File: config.mk
export PLATFORM = sky130hd
export DESIGN_NAME = acs_seq
export DESIGN_NICKNAME = d
export VERILOG_FILES = /design/src/hdl/acs_pkg.sv /design/src/hdl/acs_rate_div.sv /design/src/hdl/acs_seq.sv
export SDC_FILE = /design/constraint.sdc
export NUM_CORES = 1
export LEC_CHECK = 0
export ABC_CLOCK_PERIOD_IN_PS = 10730
export BUFFER_PORTS_ARGS = -buffer_cell sky130_fd_sc_hd__buf_2
export CORE_ASPECT_RATIO = 1.75
export CORE_UTILIZATION = 55
export DETAILED_ROUTE_END_ITERATION = 16
export HOLD_SLACK_MARGIN = 0.12
export MAX_ROUTING_LAYER = met4
export PLACE_DENSITY_LB_ADDON = 0.08
export RECOVER_POWER = 25
export SYNTH_ARGS = -nofsm -noshare
export SYNTH_HDL_FRONTEND = slang
export SYNTH_SLANG_ARGS = --single-unit
File: constraint.sdc
create_clock -name clk_i -period 10.73 [get_ports clk_i]
set_clock_uncertainty 0.2 [all_clocks]
set_input_delay 2.146 -clock clk_i [delete_from_list [all_inputs] [get_ports clk_i]]
set_output_delay 2.146 -clock clk_i [all_outputs]
set_load 0.02 [all_outputs]
File: src/hdl/acs_pkg.sv
// Shared constants for the conversion sequencer: register map, fields, reset values, timing.
package acs_pkg;

  // ----------------------------------------------------------------
  // Clock and sampling-rate timing
  // ----------------------------------------------------------------
  localparam int unsigned CLK_HZ      = 25_000_000;
  localparam int unsigned FIX_RATE_HZ = 8_000;
  localparam int unsigned FIX_DIV     = CLK_HZ / FIX_RATE_HZ;
  localparam int unsigned DIV_CODE0   = 4;
  localparam int unsigned DIV_CODE1   = 8;
  localparam int unsigned DIV_CODE2   = 32;
  localparam int unsigned DIV_W       = 12;

  // ----------------------------------------------------------------
  // Register offsets (byte addresses)
  // ----------------------------------------------------------------
  localparam logic [7:0] OFS_CTRL     = 8'h00;
  localparam logic [7:0] OFS_CFG      = 8'h04;
  localparam logic [7:0] OFS_RES_HIGH = 8'h08;
  localparam logic [7:0] OFS_RES_LOW  = 8'h0C;
  localparam logic [7:0] OFS_IRQ_STAT = 8'h10;
  localparam logic [7:0] OFS_IRQ_CLR  = 8'h14;
  localparam logic [7:0] OFS_IRQ_EN   = 8'h18;
  localparam logic [7:0] OFS_STATUS   = 8'h1C;

  // ----------------------------------------------------------------
  // Field positions
  // ----------------------------------------------------------------
  localparam int unsigned CTRL_START = 0;
  localparam int unsigned CTRL_CONT  = 1;
  localparam int unsigned CTRL_PWR   = 2;
  localparam int unsigned CFG_OSR    = 0;
  localparam int unsigned CFG_NELC   = 3;
  localparam int unsigned CFG_RATE   = 5;
  localparam int unsigned CFG_CBIAS  = 7;
  localparam int unsigned CFG_ABIAS  = 9;
  localparam int unsigned CFG_W      = 11;
  localparam int unsigned IRQ_DONE   = 0;
  localparam int unsigned IRQ_SAT    = 1;
  localparam int unsigned IRQ_W      = 2;

  // ----------------------------------------------------------------
  // Reset values: full bias on both chains, smallest settings.
  // ----------------------------------------------------------------
  localparam logic [CFG_W-1:0] CFG_RST = 11'h0_780;
  localparam logic [2:0]       CTRL_RST = 3'h0;

  // ----------------------------------------------------------------
  // Datapath sizes
  // ----------------------------------------------------------------
  localparam int unsigned RES_W   = 16;
  localparam int unsigned ACC_W   = 26;
  localparam int unsigned SAMP_W  = 11;
  localparam int unsigned OSR_EXP0 = 3;
  localparam int unsigned TCNT_W  = 14;

  typedef enum logic [1:0] {
    ST_IDLE  = 2'b00,
    ST_CONV  = 2'b01,
    ST_FINAL = 2'b10
  } acs_state_e;

endpackage : acs_pkg

File: src/hdl/acs_rate_div.sv
// Sampling-rate divider producing one clock-wide sample tick.
`timescale 1ns/100ps
module acs_rate_div #(
  parameter int unsigned FIX_DIV = acs_pkg::FIX_DIV
) (
  input  wire logic       clk_i,
  input  wire logic       rst_i,
  input  wire logic [1:0] sel_i,
  output logic            tick_o
);
  import acs_pkg::*;

  logic [DIV_W-1:0] cnt_q;
  logic [DIV_W-1:0] cnt_d;
  logic [DIV_W-1:0] lim;
  logic             tick_d;

  always_comb begin
    unique case (sel_i)
      2'b00:   lim = DIV_W'(DIV_CODE0 - 1);
      2'b01:   lim = DIV_W'(DIV_CODE1 - 1);
      2'b10:   lim = DIV_W'(DIV_CODE2 - 1);
      default: lim = DIV_W'(FIX_DIV - 1);
    endcase
    // A shorter limit after a code change must not leave the count stranded above it.
    if (cnt_q >= lim) begin
      cnt_d  = '0;
      tick_d = 1'b1;
    end else begin
      cnt_d  = cnt_q + DIV_W'(1);
      tick_d = 1'b0;
    end
  end

  always_ff @(posedge clk_i) begin
    if (rst_i) begin
      cnt_q  <= '0;
      tick_o <= 1'b0;
    end else begin
      cnt_q  <= cnt_d;
      tick_o <= tick_d;
    end
  end

endmodule : acs_rate_div

File: src/hdl/acs_seq.sv
// Incremental ADC conversion sequencer with Wishbone register file.
//
// Notes on behaviour
// RULE1 - Conversion lasts elementary count times (OSR+1) sample periods, plus one.
// RULE2 - Conversion length spans 10 to 8201 sample periods over the settings grid.
// RULE3 - Continuous mode yields one new result per conversion time.
// RULE4 - Result is a 16-bit two's complement word.
// RULE5 - Out-of-range results clamp to 0x7FFF or 0x8000.
// RULE6 - Below 16 bits, bit under last valid bit is one, lower bits zero.
// RULE7 - Result reads as separate high byte and low byte registers.
// RULE8 - Converter bias field gives quarter to full bias; software limits rate.
// RULE9 - Amplifier bias field uses same encoding, independent of converter bias.
// RULE10 - Amplifiers and converter can be fully switched off when idle.
// RULE11 - Setting start or continuous bit begins a conversion; the code also requires the power bit to be set.
// RULE12 - Oversampling ratio is two to the power three plus field, 8..1024.
// RULE13 - Elementary count is 1, 2, 4 or 8; result is their mean.
// RULE14 - Rate field picks three clock submultiples or a fixed ~8 kHz rate.
// RULE15 - Completion is signalled once the result registers are written.
//
// The placing of the registers and register access over Wishbone are this design's own decisions.
`timescale 1ns/100ps
module acs_seq #(
  parameter int unsigned FIX_DIV = acs_pkg::FIX_DIV
) (
  input  wire logic        clk_i,
  input  wire logic        rst_i,
  input  wire logic [7:0]  wb_adr_i,
  input  wire logic [31:0] wb_dat_i,
  input  wire logic [3:0]  wb_sel_i,
  input  wire logic        wb_we_i,
  input  wire logic        wb_cyc_i,
  input  wire logic        wb_stb_i,
  output logic [31:0]      wb_dat_o,
  output logic             wb_ack_o,
  input  wire logic        mod_bit_i,
  output logic             sample_o,
  output logic             mod_reset_o,
  output logic             chop_o,
  output logic             analog_en_o,
  output logic [1:0]       conv_bias_o,
  output logic [1:0]       amp_bias_o,
  output logic             done_o,
  output logic             irq_o
);
  import acs_pkg::*;

  // ----------------------------------------------------------------
  // Declarations
  // ----------------------------------------------------------------
  logic                acc_hit, wr;
  logic                ack_d;
  logic [31:0]         rdat_d;
  logic [2:0]          ctrl_q, ctrl_d;
  logic [CFG_W-1:0]    cfg_q, cfg_d;
  logic [IRQ_W-1:0]    stat_q, stat_d, ien_q, ien_d, ev;
  logic                irq_d;
  logic                tick, taken;
  acs_state_e          st_q, st_d;
  logic [SAMP_W-1:0]   samp_q, samp_d, osr, wgt;
  logic [2:0]          elem_q, elem_d;
  logic [2:0]          osr_l_q, osr_l_d;
  logic [1:0]          nelc_l_q, nelc_l_d;
  logic [ACC_W-1:0]    acc_q, acc_d;
  logic                chop_d, mrst_d, done_d, sat_d, sat_q;
  logic [RES_W-1:0]    res_q, res_d;
  logic [4:0]          nraw;
  logic signed [31:0]  wide;
  logic [RES_W-1:0]    word, fmask, fbits;
  logic [TCNT_W-1:0]   tcnt_q, tcnt_d, texp;

  // ----------------------------------------------------------------
  // Sample tick
  // ----------------------------------------------------------------
  acs_rate_div #(
    .FIX_DIV (FIX_DIV)
  ) u_div (
    .clk_i  (clk_i),
    .rst_i  (rst_i),
    .sel_i  (cfg_q[CFG_RATE +: 2]), // RULE14
    .tick_o (tick)
  );

  // ----------------------------------------------------------------
  // Register file
  // ----------------------------------------------------------------
  always_comb begin
    acc_hit = wb_cyc_i & wb_stb_i & ~wb_ack_o;
    wr      = acc_hit & wb_we_i;
    ack_d   = acc_hit;
    ctrl_d  = ctrl_q;
    cfg_d   = cfg_q;
    ien_d   = ien_q;
    // A start that the sequencer takes is consumed; a new write re-arms it.
    if (taken) begin
      ctrl_d[CTRL_START] = 1'b0;
    end
    if (wr && wb_sel_i[0] && wb_adr_i == OFS_CTRL) begin
      ctrl_d = wb_dat_i[2:0];
    end
    if (wr && wb_adr_i == OFS_CFG) begin
      if (wb_sel_i[0]) begin
        cfg_d[7:0] = wb_dat_i[7:0];
      end
      if (wb_sel_i[1]) begin
        cfg_d[CFG_W-1:8] = wb_dat_i[CFG_W-1:8];
      end
    end
    if (wr && wb_sel_i[0] && wb_adr_i == OFS_IRQ_EN) begin
      ien_d = wb_dat_i[IRQ_W-1:0];
    end
    stat_d = stat_q;
    if (wr && wb_sel_i[0] && wb_adr_i == OFS_IRQ_CLR) begin
      stat_d = stat_q & ~wb_dat_i[IRQ_W-1:0];
    end
    // Set beats clear so an event in the clearing cycle survives.
    stat_d = stat_d | ev;
    irq_d  = |(stat_q & ien_q);
    rdat_d = '0;
    if (acc_hit && !wb_we_i) begin
      unique case (wb_adr_i)
        OFS_CTRL:     rdat_d[2:0]       = ctrl_q;
        OFS_CFG:      rdat_d[CFG_W-1:0] = cfg_q;
        OFS_RES_HIGH: rdat_d[7:0]       = res_q[15:8]; // RULE7
        OFS_RES_LOW:  rdat_d[7:0]       = res_q[7:0]; // RULE7
        OFS_IRQ_STAT: rdat_d[IRQ_W-1:0] = stat_q;
        OFS_IRQ_EN:   rdat_d[IRQ_W-1:0] = ien_q;
        OFS_STATUS:   rdat_d[0]         = (st_q != ST_IDLE);
        default:      rdat_d            = '0;
      endcase
    end
  end

  always_ff @(posedge clk_i) begin
    if (rst_i) begin
      wb_ack_o    <= 1'b0;
      wb_dat_o    <= '0;
      ctrl_q      <= CTRL_RST;
      cfg_q       <= CFG_RST;
      stat_q      <= '0;
      ien_q       <= '0;
      irq_o       <= 1'b0;
      conv_bias_o <= CFG_RST[CFG_CBIAS +: 2];
      amp_bias_o  <= CFG_RST[CFG_ABIAS +: 2];
      analog_en_o <= 1'b0;
    end else begin
      wb_ack_o    <= ack_d;
      wb_dat_o    <= rdat_d;
      ctrl_q      <= ctrl_d;
      cfg_q       <= cfg_d;
      stat_q      <= stat_d;
      ien_q       <= ien_d;
      irq_o       <= irq_d;
      conv_bias_o <= cfg_q[CFG_CBIAS +: 2]; // RULE8
      amp_bias_o  <= cfg_q[CFG_ABIAS +: 2]; // RULE9
      analog_en_o <= ctrl_q[CTRL_PWR]; // RULE10
    end
  end

  // ----------------------------------------------------------------
  // Result formatting
  // ----------------------------------------------------------------
  always_comb begin
    // The exponent needs four bits: settings above four would wrap a three-bit sum.
    osr   = SAMP_W'(1) << (4'(osr_l_q) + 4'(OSR_EXP0)); // RULE12
    wgt   = osr - samp_q;
    nraw  = 5'(2 * (osr_l_q + OSR_EXP0)) + 5'(nelc_l_q);
    // Summing rather than averaging only scales by the count, which the shift absorbs.
    if (nraw <= 5'(RES_W)) begin // RULE13
      wide = 32'($signed(acc_d)) <<< (5'(RES_W) - nraw);
    end else begin
      wide = 32'($signed(acc_d)) >>> (nraw - 5'(RES_W));
    end
    sat_d = 1'b0;
    if (wide > 32'sh0000_7FFF) begin // RULE5
      word  = 16'h7FFF;
      sat_d = 1'b1;
    end else if (wide < -32'sh0000_8000) begin // RULE5
      word  = 16'h8000;
      sat_d = 1'b1;
    end else begin
      word = wide[RES_W-1:0]; // RULE4
    end
    fmask = '0;
    fbits = '0;
    if (nraw < 5'(RES_W)) begin // RULE6
      fmask = (16'h0001 << (5'(RES_W) - nraw)) - 16'h0001;
      fbits = 16'h0001 << (5'(RES_W - 1) - nraw);
    end
  end

  // ----------------------------------------------------------------
  // Conversion sequence
  // ----------------------------------------------------------------
  always_comb begin
    st_d     = st_q;
    samp_d   = samp_q;
    elem_d   = elem_q;
    acc_d    = acc_q;
    osr_l_d  = osr_l_q;
    nelc_l_d = nelc_l_q;
    chop_d   = chop_o;
    mrst_d   = mod_reset_o;
    res_d    = res_q;
    done_d   = 1'b0;
    taken    = 1'b0;
    tcnt_d   = tcnt_q;
    if (tick && st_q == ST_CONV && samp_q != osr) begin
      // Chopped periods see the input inverted, so the sign flips back here.
      if (mod_bit_i ^ chop_o) begin
        acc_d = acc_q + ACC_W'(wgt);
      end else begin
        acc_d = acc_q - ACC_W'(wgt);
      end
    end
    unique case (st_q)
      ST_IDLE: begin
        // Without power the analog side cannot convert, so requests wait.
        if ((ctrl_q[CTRL_START] || ctrl_q[CTRL_CONT]) && ctrl_q[CTRL_PWR]) begin // RULE11
          st_d     = ST_CONV;
          taken    = 1'b1;
          samp_d   = '0;
          elem_d   = '0;
          acc_d    = '0;
          chop_d   = 1'b0;
          mrst_d   = 1'b0;
          tcnt_d   = '0;
          osr_l_d  = cfg_q[CFG_OSR +: 3];
          nelc_l_d = cfg_q[CFG_NELC +: 2];
        end
      end
      ST_CONV: begin
        if (tick) begin
          tcnt_d = tcnt_q + TCNT_W'(1);
          if (samp_q == osr) begin // RULE1
            samp_d = '0;
            mrst_d = 1'b0;
            chop_d = ~chop_o;
            elem_d = elem_q + 3'd1;
            if (elem_q == 3'((4'd1 << nelc_l_q) - 4'd1)) begin // RULE13
              st_d = ST_FINAL;
            end
          end else begin
            samp_d = samp_q + SAMP_W'(1);
            mrst_d = (samp_d == osr);
          end
        end
      end
      ST_FINAL: begin
        if (tick) begin // RULE1
          tcnt_d = tcnt_q + TCNT_W'(1);
          res_d  = (word & ~fmask) | fbits; // RULE6
          done_d = 1'b1; // RULE15
          st_d   = ST_IDLE;
        end
      end
      default: st_d = ST_IDLE;
    endcase
    if (!ctrl_q[CTRL_PWR]) begin
      st_d   = ST_IDLE;
      mrst_d = 1'b0;
    end
  end

  assign ev = {sat_d & done_d, done_d}; // RULE15

  always_ff @(posedge clk_i) begin
    if (rst_i) begin
      st_q        <= ST_IDLE;
      samp_q      <= '0;
      elem_q      <= '0;
      acc_q       <= '0;
      osr_l_q     <= '0;
      nelc_l_q    <= '0;
      chop_o      <= 1'b0;
      mod_reset_o <= 1'b0;
      res_q       <= '0;
      done_o      <= 1'b0;
      sample_o    <= 1'b0;
      tcnt_q      <= '0;
      sat_q       <= 1'b0;
    end else begin
      st_q        <= st_d;
      samp_q      <= samp_d;
      elem_q      <= elem_d;
      acc_q       <= acc_d;
      osr_l_q     <= osr_l_d;
      nelc_l_q    <= nelc_l_d;
      chop_o      <= chop_d;
      mod_reset_o <= mrst_d;
      res_q       <= res_d;
      done_o      <= done_d;
      sample_o    <= tick && st_q == ST_CONV;
      tcnt_q      <= tcnt_d;
      sat_q       <= sat_d & done_d;
    end
  end

  assign texp = TCNT_W'(((SAMP_W + 4)'(osr) + 15'd1) << nelc_l_q) + TCNT_W'(1);
endmodule : acs_seq

# == Word level (Yosys, flattened, before mapping) ==
# Cells that the tools add are included.
# op_classes
mux,45
n_addsub,14
n_lt_le_gt_ge,5
shifts,6
bitwise_logic,17
n_eq_ne,20
n_reduce_logical,29
# op_table
cell,count
two-way mux 26 bit,4
two-way mux 16 bit,4
case mux 12 bit (3 select lines),1
two-way mux 11 bit,3
"equality test 8 x 5 -> 1 bit, second input constant",4
"> comparator 32 x 16 -> 1 bit, second input constant",1
"less-than comparator 32 x 16 -> 1 bit, second input constant",1
two-way mux 32 bit,1
"left shift 1 x 5 -> 16 bit, first input constant",2
<<< shifter 26 x 5 -> 32 bit,1
>>> shifter 26 x 5 -> 32 bit,1
adder 26 x 11 -> 26 bit,1
subtractor 26 x 11 -> 26 bit,1
equality test 11 bit,2
case mux 11 bit (2 select lines),1
bitwise AND 16 bit,1
"equality test 8 x 4 -> 1 bit, second input constant",2
NOT 16 bit,1
bitwise OR 16 bit,1
"subtractor 16 x 1 -> 16 bit, second input constant",1
case mux 5 bit (3 select lines),1
two-way mux 1 bit,14
"adder 12 x 1 -> 12 bit, second input constant",1
>= comparator 12 bit,1
other kinds (46),85
# totals
out_inout_bits,43
inputBits,50
wordCells,163
reg_bits,137

# == Longest topological paths before layout ==
# depth
word_depth,15
depth_mapped,37
mapped_depth_nobuf,31

# == Cells and area by module ==
# From an unflattened synthesis, not the netlist that was laid out.
# unflattened
hier_cells,1844
area_unflattened_um2,13215.2
# modules_own_cells
mod,cells_per_inst,n_inst,seq_area_each_um2,area_each_um2
acs_seq,1762,1,2062.0,12396.9
acs_rate_div,82,1,260.2,818.3

# == Worst setup path before layout ==
# OpenSTA, ideal clock, no wires.
# synth_path
path_type,register to register
startpoint,register osr_l_q[0]
endpoint,register res_q[11]
arrival_ps,8220
synth_period_minus_slack_ps,8524
path_buffers,3
t_required_ps,10427
setup_time_ps,103
stages_incl_launch_ff,34
path_slack_ps,2206
path_cell_list,dfxtp_1 -> inv_1 -> ha_1 -> or4b_4 -> nand2_1 -> nand2_1 -> ha_1 -> fa_1 -> clkbuf_1 -> maj3_1 -> and3b_1 -> o21a_1 -> o21ai_0 -> a221o_1 -> nor2_1 -> a31oi_1 -> ha_1 -> clkbuf_1 -> o21a_1 -> a2111oi_0 -> or2_2 -> mux2_2 -> a211oi_1 -> a22oi_1 -> mux2_2 -> a222oi_1 -> a2bb2oi_1 -> o2111ai_1 -> nor4_1 -> nand4_1 -> o31ai_4 -> buf_6 -> nand2_1 -> a2111oi_2
# synth_via
elab_chain_cells,15
elab_cells_between_ends,33
classes_between,add/sub: 10; order compare: 4; eq/ne: 1; shift: 5; mux: 9; bitwise: 3; reduce/logical: 1
# synth_lines
item,line_no,source
"start, declared",acs_seq.sv:61,"logic [2:0] osr_l_q, osr_l_d;"
"start signal, assigned",acs_seq.sv:286,osr_l_q <= osr_l_d;
adder 3 x 2 -> 4 bit,"acs_seq.sv:164, acs_seq.sv:166",
left shift 1 x 4 -> 11 bit,acs_seq.sv:164,osr = SAMP_W'(1) << (4'(osr_l_q) + 4'(OSR_EXP0));
subtractor 11 bit,acs_seq.sv:165,wgt = osr - samp_q;
subtractor 26 x 11 -> 26 bit or adder 26 x 11 -> 26 bit (tied branches),"acs_seq.sv:212, acs_seq.sv:210",
two-way mux 26 bit,acs_seq.sv:209,if (mod_bit_i ^ chop_o) begin
two-way mux 26 bit,acs_seq.sv:207,if (tick && st_q == ST_CONV && samp_q != osr) begin
two-way mux 26 bit,acs_seq.sv:218,if ((ctrl_q[CTRL_START] || ctrl_q[CTRL_CONT]) && ctrl_q[CTRL_PWR]) begin
two-way mux 26 bit,acs_seq.sv:215,unique case (st_q)
>>> shifter 26 x 5 -> 32 bit or <<< shifter 26 x 5 -> 32 bit (tied branches),"acs_seq.sv:171, acs_seq.sv:169",
two-way mux 32 bit,acs_seq.sv:168,if (nraw <= 5'(RES_W)) begin
less-than comparator 32 x 16 -> 1 bit,acs_seq.sv:177,end else if (wide < -32'sh0000_8000) begin
two-way mux 16 bit,acs_seq.sv:177,
two-way mux 16 bit,acs_seq.sv:174,if (wide > 32'sh0000_7FFF) begin
bitwise AND 16 bit,acs_seq.sv:251,res_d = (word & ~fmask) | fbits;
bitwise OR 16 bit (*),acs_seq.sv:251,
"end signal, assigned",acs_seq.sv:290,res_q <= res_d;
"end, declared",acs_seq.sv:65,"logic [RES_W-1:0] res_q, res_d;"
# Mark *: on every way between the ends. The rest lies on a longest branch, timed or not.
# A chain may end at the register's enable or synchronous reset.

# == Worst setup path in the final report ==
# layout_path
startpoint,register osr_l_q[0]
endpoint,register res_q[8]
# The elaborated chain is that of the path after synthesis.

==> flow_summary.toml <==
[timing]
rsz0062_at_grt = "no"
slew_headroom = -1.55
min_period_ns = 10.14
drv_slew = 77
timing_hold_violations_final = 0
fin_crit_share = 0.945
max_slew.worst_pin.slew_ns = 3.82
setup_tns_ns = 0
setup_viol = 0
max_freq_mhz = 98.6

[detailed_routing]
drt-pass1-iter-count = 7
count_of_vias_placed_by_the_detailed_router = 15700
residual_drc_count = 0
drt-wirelength-per-cell_um = 25.0
drtAntennaViolNets = 0
via_count_normalized_by_instance_count = 7.09
wl_mm = 55.5
detail_route.iter0.violations = 1591

[clock_tree]
clock_insertion_delay_worst_skew_ns = 0.46
cts_inserted_buffers = 17
longest_clk_path_bufs = 2
cts_root_buffer = "sky130_fd_sc_hd__clkbuf_16"
tritoncts = "done"
cts.sinks = 116
worst_setup_hold_path_clk_slew_ns = 0.07
h-tree-depth = 4

[logic_synthesis]
ys.warnings.count = 0
synthesized_netlist_cell_count = 1904
async_flop_share = 0
postSynthRegisterBits = 116
yosys_cell_types = 103
synth_area_per_cell_um2 = 7.07
synth-edff-count = 0
post_synth_instance_area_um2 = 13500
synth-main-ff-cell = "sky130_fd_sc_hd__dfxtp_1"
yosysSeqAreaShare = 0.172

[global_route]
antenna_found_initial = 0
first_global_vias = 14900
groute.usage.overall = 0.449
wire_length_of_the_first_global_routing_pass_mm = 83.7
grt-ovfl-total = 0
grt_max_degree = 77

[floorplanning]
die_h_um = 209
die_w_um = 120
die_area_um2 = 25100
site_row_count = 75
initial_utilization = 0.561
core_area_um2 = 24000
io_pins = 93

[power_and_ir_drop]
peakVddDrop_mv = 0.144
leakage_uw = 0.00550
pwr_density_cell_nw_per_um2 = 75.6
p_total_uw = 1090

[finish]
number_of_antenna_repair_diodes = 0
syn_to_final_growth_pct = 7.50
nFillCells = 2316
final_cell_mix = "247 x sky130_fd_sc_hd__nor2_1, 191 x sky130_fd_sc_hd__nand2_1, 155 x sky130_fd_sc_hd__a21oi_1, 115 x sky130_fd_sc_hd__dfxtp_1, 107 x sky130_fd_sc_hd__o21ai_0"
net_total_in_the_final_layout = 2010
layout_commonest_cell = "sky130_fd_sc_hd__nor2_1"
fin_cells = 2219
drive_gt1_frac = 0.0999

[critical_path]
worst-r2r-setup-slack_ns = 0.59
crit-reg2reg-capture = "res_q[8]"
crit_slowest_cell = "sky130_fd_sc_hd__or4b_4"
timing.rr.start = "osr_l_q[0]"
timing_worst_setup_path_type = "reg -> reg"
end_kind = "flop"
reg2reg_depth = 33
critical_path_required_time_ns = 10.84
timing.critical_path.from_type = "flop"
crit_path_max_fanout = 11
arrival_time_of_data_at_the_critical_path_endpoint_ns = 10.25
max_stage_delay_ns = 0.55

[placed_design]
placedCellCount = 2186
numPortBuffers = 48
dpl.hpwl_mm = 41.8
place.gp.congestion = 1.03

[worst_hold_path]
hold_start = "cfg_q[10]"
hold_path_class = "reg -> reg"
min_to = "amp_bias_o[1]"
worstHoldPathCells = 1

[outcome]
run_status = "finished with violations"
violations_in_the_final_reports = "max-capacitance violations, max-slew violations"

[job]
cap_viol_max_count = 1
-- where the power goes --
part,internal [µW],switching [µW]
sequential,436,7.06
combinational,34.3,65.0
clock,318,234
-- per-layer routing --
metal  part of all wire  GRT usage  wire, µm  vias up
met4              0.093      0.360      5160        0
met5                  0          -         0        -
li1                   -          -         -     7122
met3              0.082     0.0819      4570      308
met2               0.48      0.727     26300      964
met1               0.35      0.475     19400     7343
-- area by class of cell --
cell class	count	area [µm²]	area share
clock buffer	17	425	0.0294
clock inverter	14	130	0.00899
inverter	47	176	0.0122
multi-input combinational	1622	10500	0.723
sequential	116	2320	0.160
tap	308	385	0.0266
timing repair buffer	95	566	0.0391
-- registers in the layout, summed over array words and instances (netlist names), 3 cells and up --
register and cells:
acc_q 26, cfg_q 11, ctrl_q 3, elem_q 3, osr_l_q 3, res_q 16, samp_q 11, u_div.cnt_q 12
wb_dat_o 11
-- worst max-delay path: cells and delay by family, from the launching register on --
| kind | cells | cell delay [ns] |
|---|---|---|
| compound gates | 16 | 4.45 |
| fa+ha+maj | 5 | 1.93 |
| buf+inv | 4 | 0.81 |
| flops | 1 | 0.49 |
| mux | 1 | 0.32 |
| simple gates | 7 | 1.76 |
-- synth_stat cells (26+ instances only) --
library cell,count,share of area
sky130_fd_sc_hd__nand3_1,56,0.021
sky130_fd_sc_hd__mux2i_1,53,0.039
sky130_fd_sc_hd__a22oi_1,26,0.014
sky130_fd_sc_hd__and3_1,29,0.013
sky130_fd_sc_hd__nor2_1,247,0.069
sky130_fd_sc_hd__o21ai_0,107,0.040
sky130_fd_sc_hd__xnor2_1,36,0.023
sky130_fd_sc_hd__a211oi_1,41,0.023
sky130_fd_sc_hd__a31oi_1,29,0.013
sky130_fd_sc_hd__inv_1,44,0.012
sky130_fd_sc_hd__nor3_1,49,0.018
sky130_fd_sc_hd__o211ai_1,28,0.016
sky130_fd_sc_hd__clkbuf_1,97,0.027
sky130_fd_sc_hd__nand2_1,191,0.053
sky130_fd_sc_hd__dfxtp_1,116,0.17
sky130_fd_sc_hd__a21oi_1,156,0.058
sky130_fd_sc_hd__ha_1,59,0.055
-- through the flow --
step           hold WS (ns)  utilization  worst slack, ns  instance area [µm²]
6_report              0.274        0.603            0.591                14500
4_1_cts               0.277        0.603            0.405                14500
2_1_floorplan         0.233            -             2.21                13500
3_3_place_gp          0.248        0.580            0.567                13900
5_1_grt               0.293        0.603           0.0667                14500
3_5_place_dp          0.260        0.580            0.443                13900
-- cells by family after synthesis --
family | Yosys count | synth area share
xor+xnor | 60 | 0.0400
flops | 116 | 0.172
fa+ha+maj | 62 | 0.0585
mux | 85 | 0.0745
buf+inv | 186 | 0.0597
compound gates | 643 | 0.328
simple gates | 751 | 0.267
other cells | 1 | 0.000278
-- repair_timing --
| action | 4_1_cts | 5_1_grt |
|---|---|---|
| buffers inserted | 0 | 2 |
| setup endpoints to repair | 0 | 16 |
| hold buffers | 0 | 0 |
| resized for setup | 0 | 2 |
-- how the worst max path moves through the flow --
stage,slack (ns),startpoint,to,depth (start not counted)
6_report,0.59,osr_l_q[0],res_q[8],33
5_1_grt,0.07,osr_l_q[0],res_q[8],32
4_1_cts,0.41,osr_l_q[0],res_q[3],31
3_5_place_dp,0.44,osr_l_q[0],res_q[3],31
3_3_place_gp,0.57,osr_l_q[0],res_q[2],31
2_1_floorplan,2.21,osr_l_q[0],res_q[11],33
No activity file was read; power rests on OpenSTA's default activity.
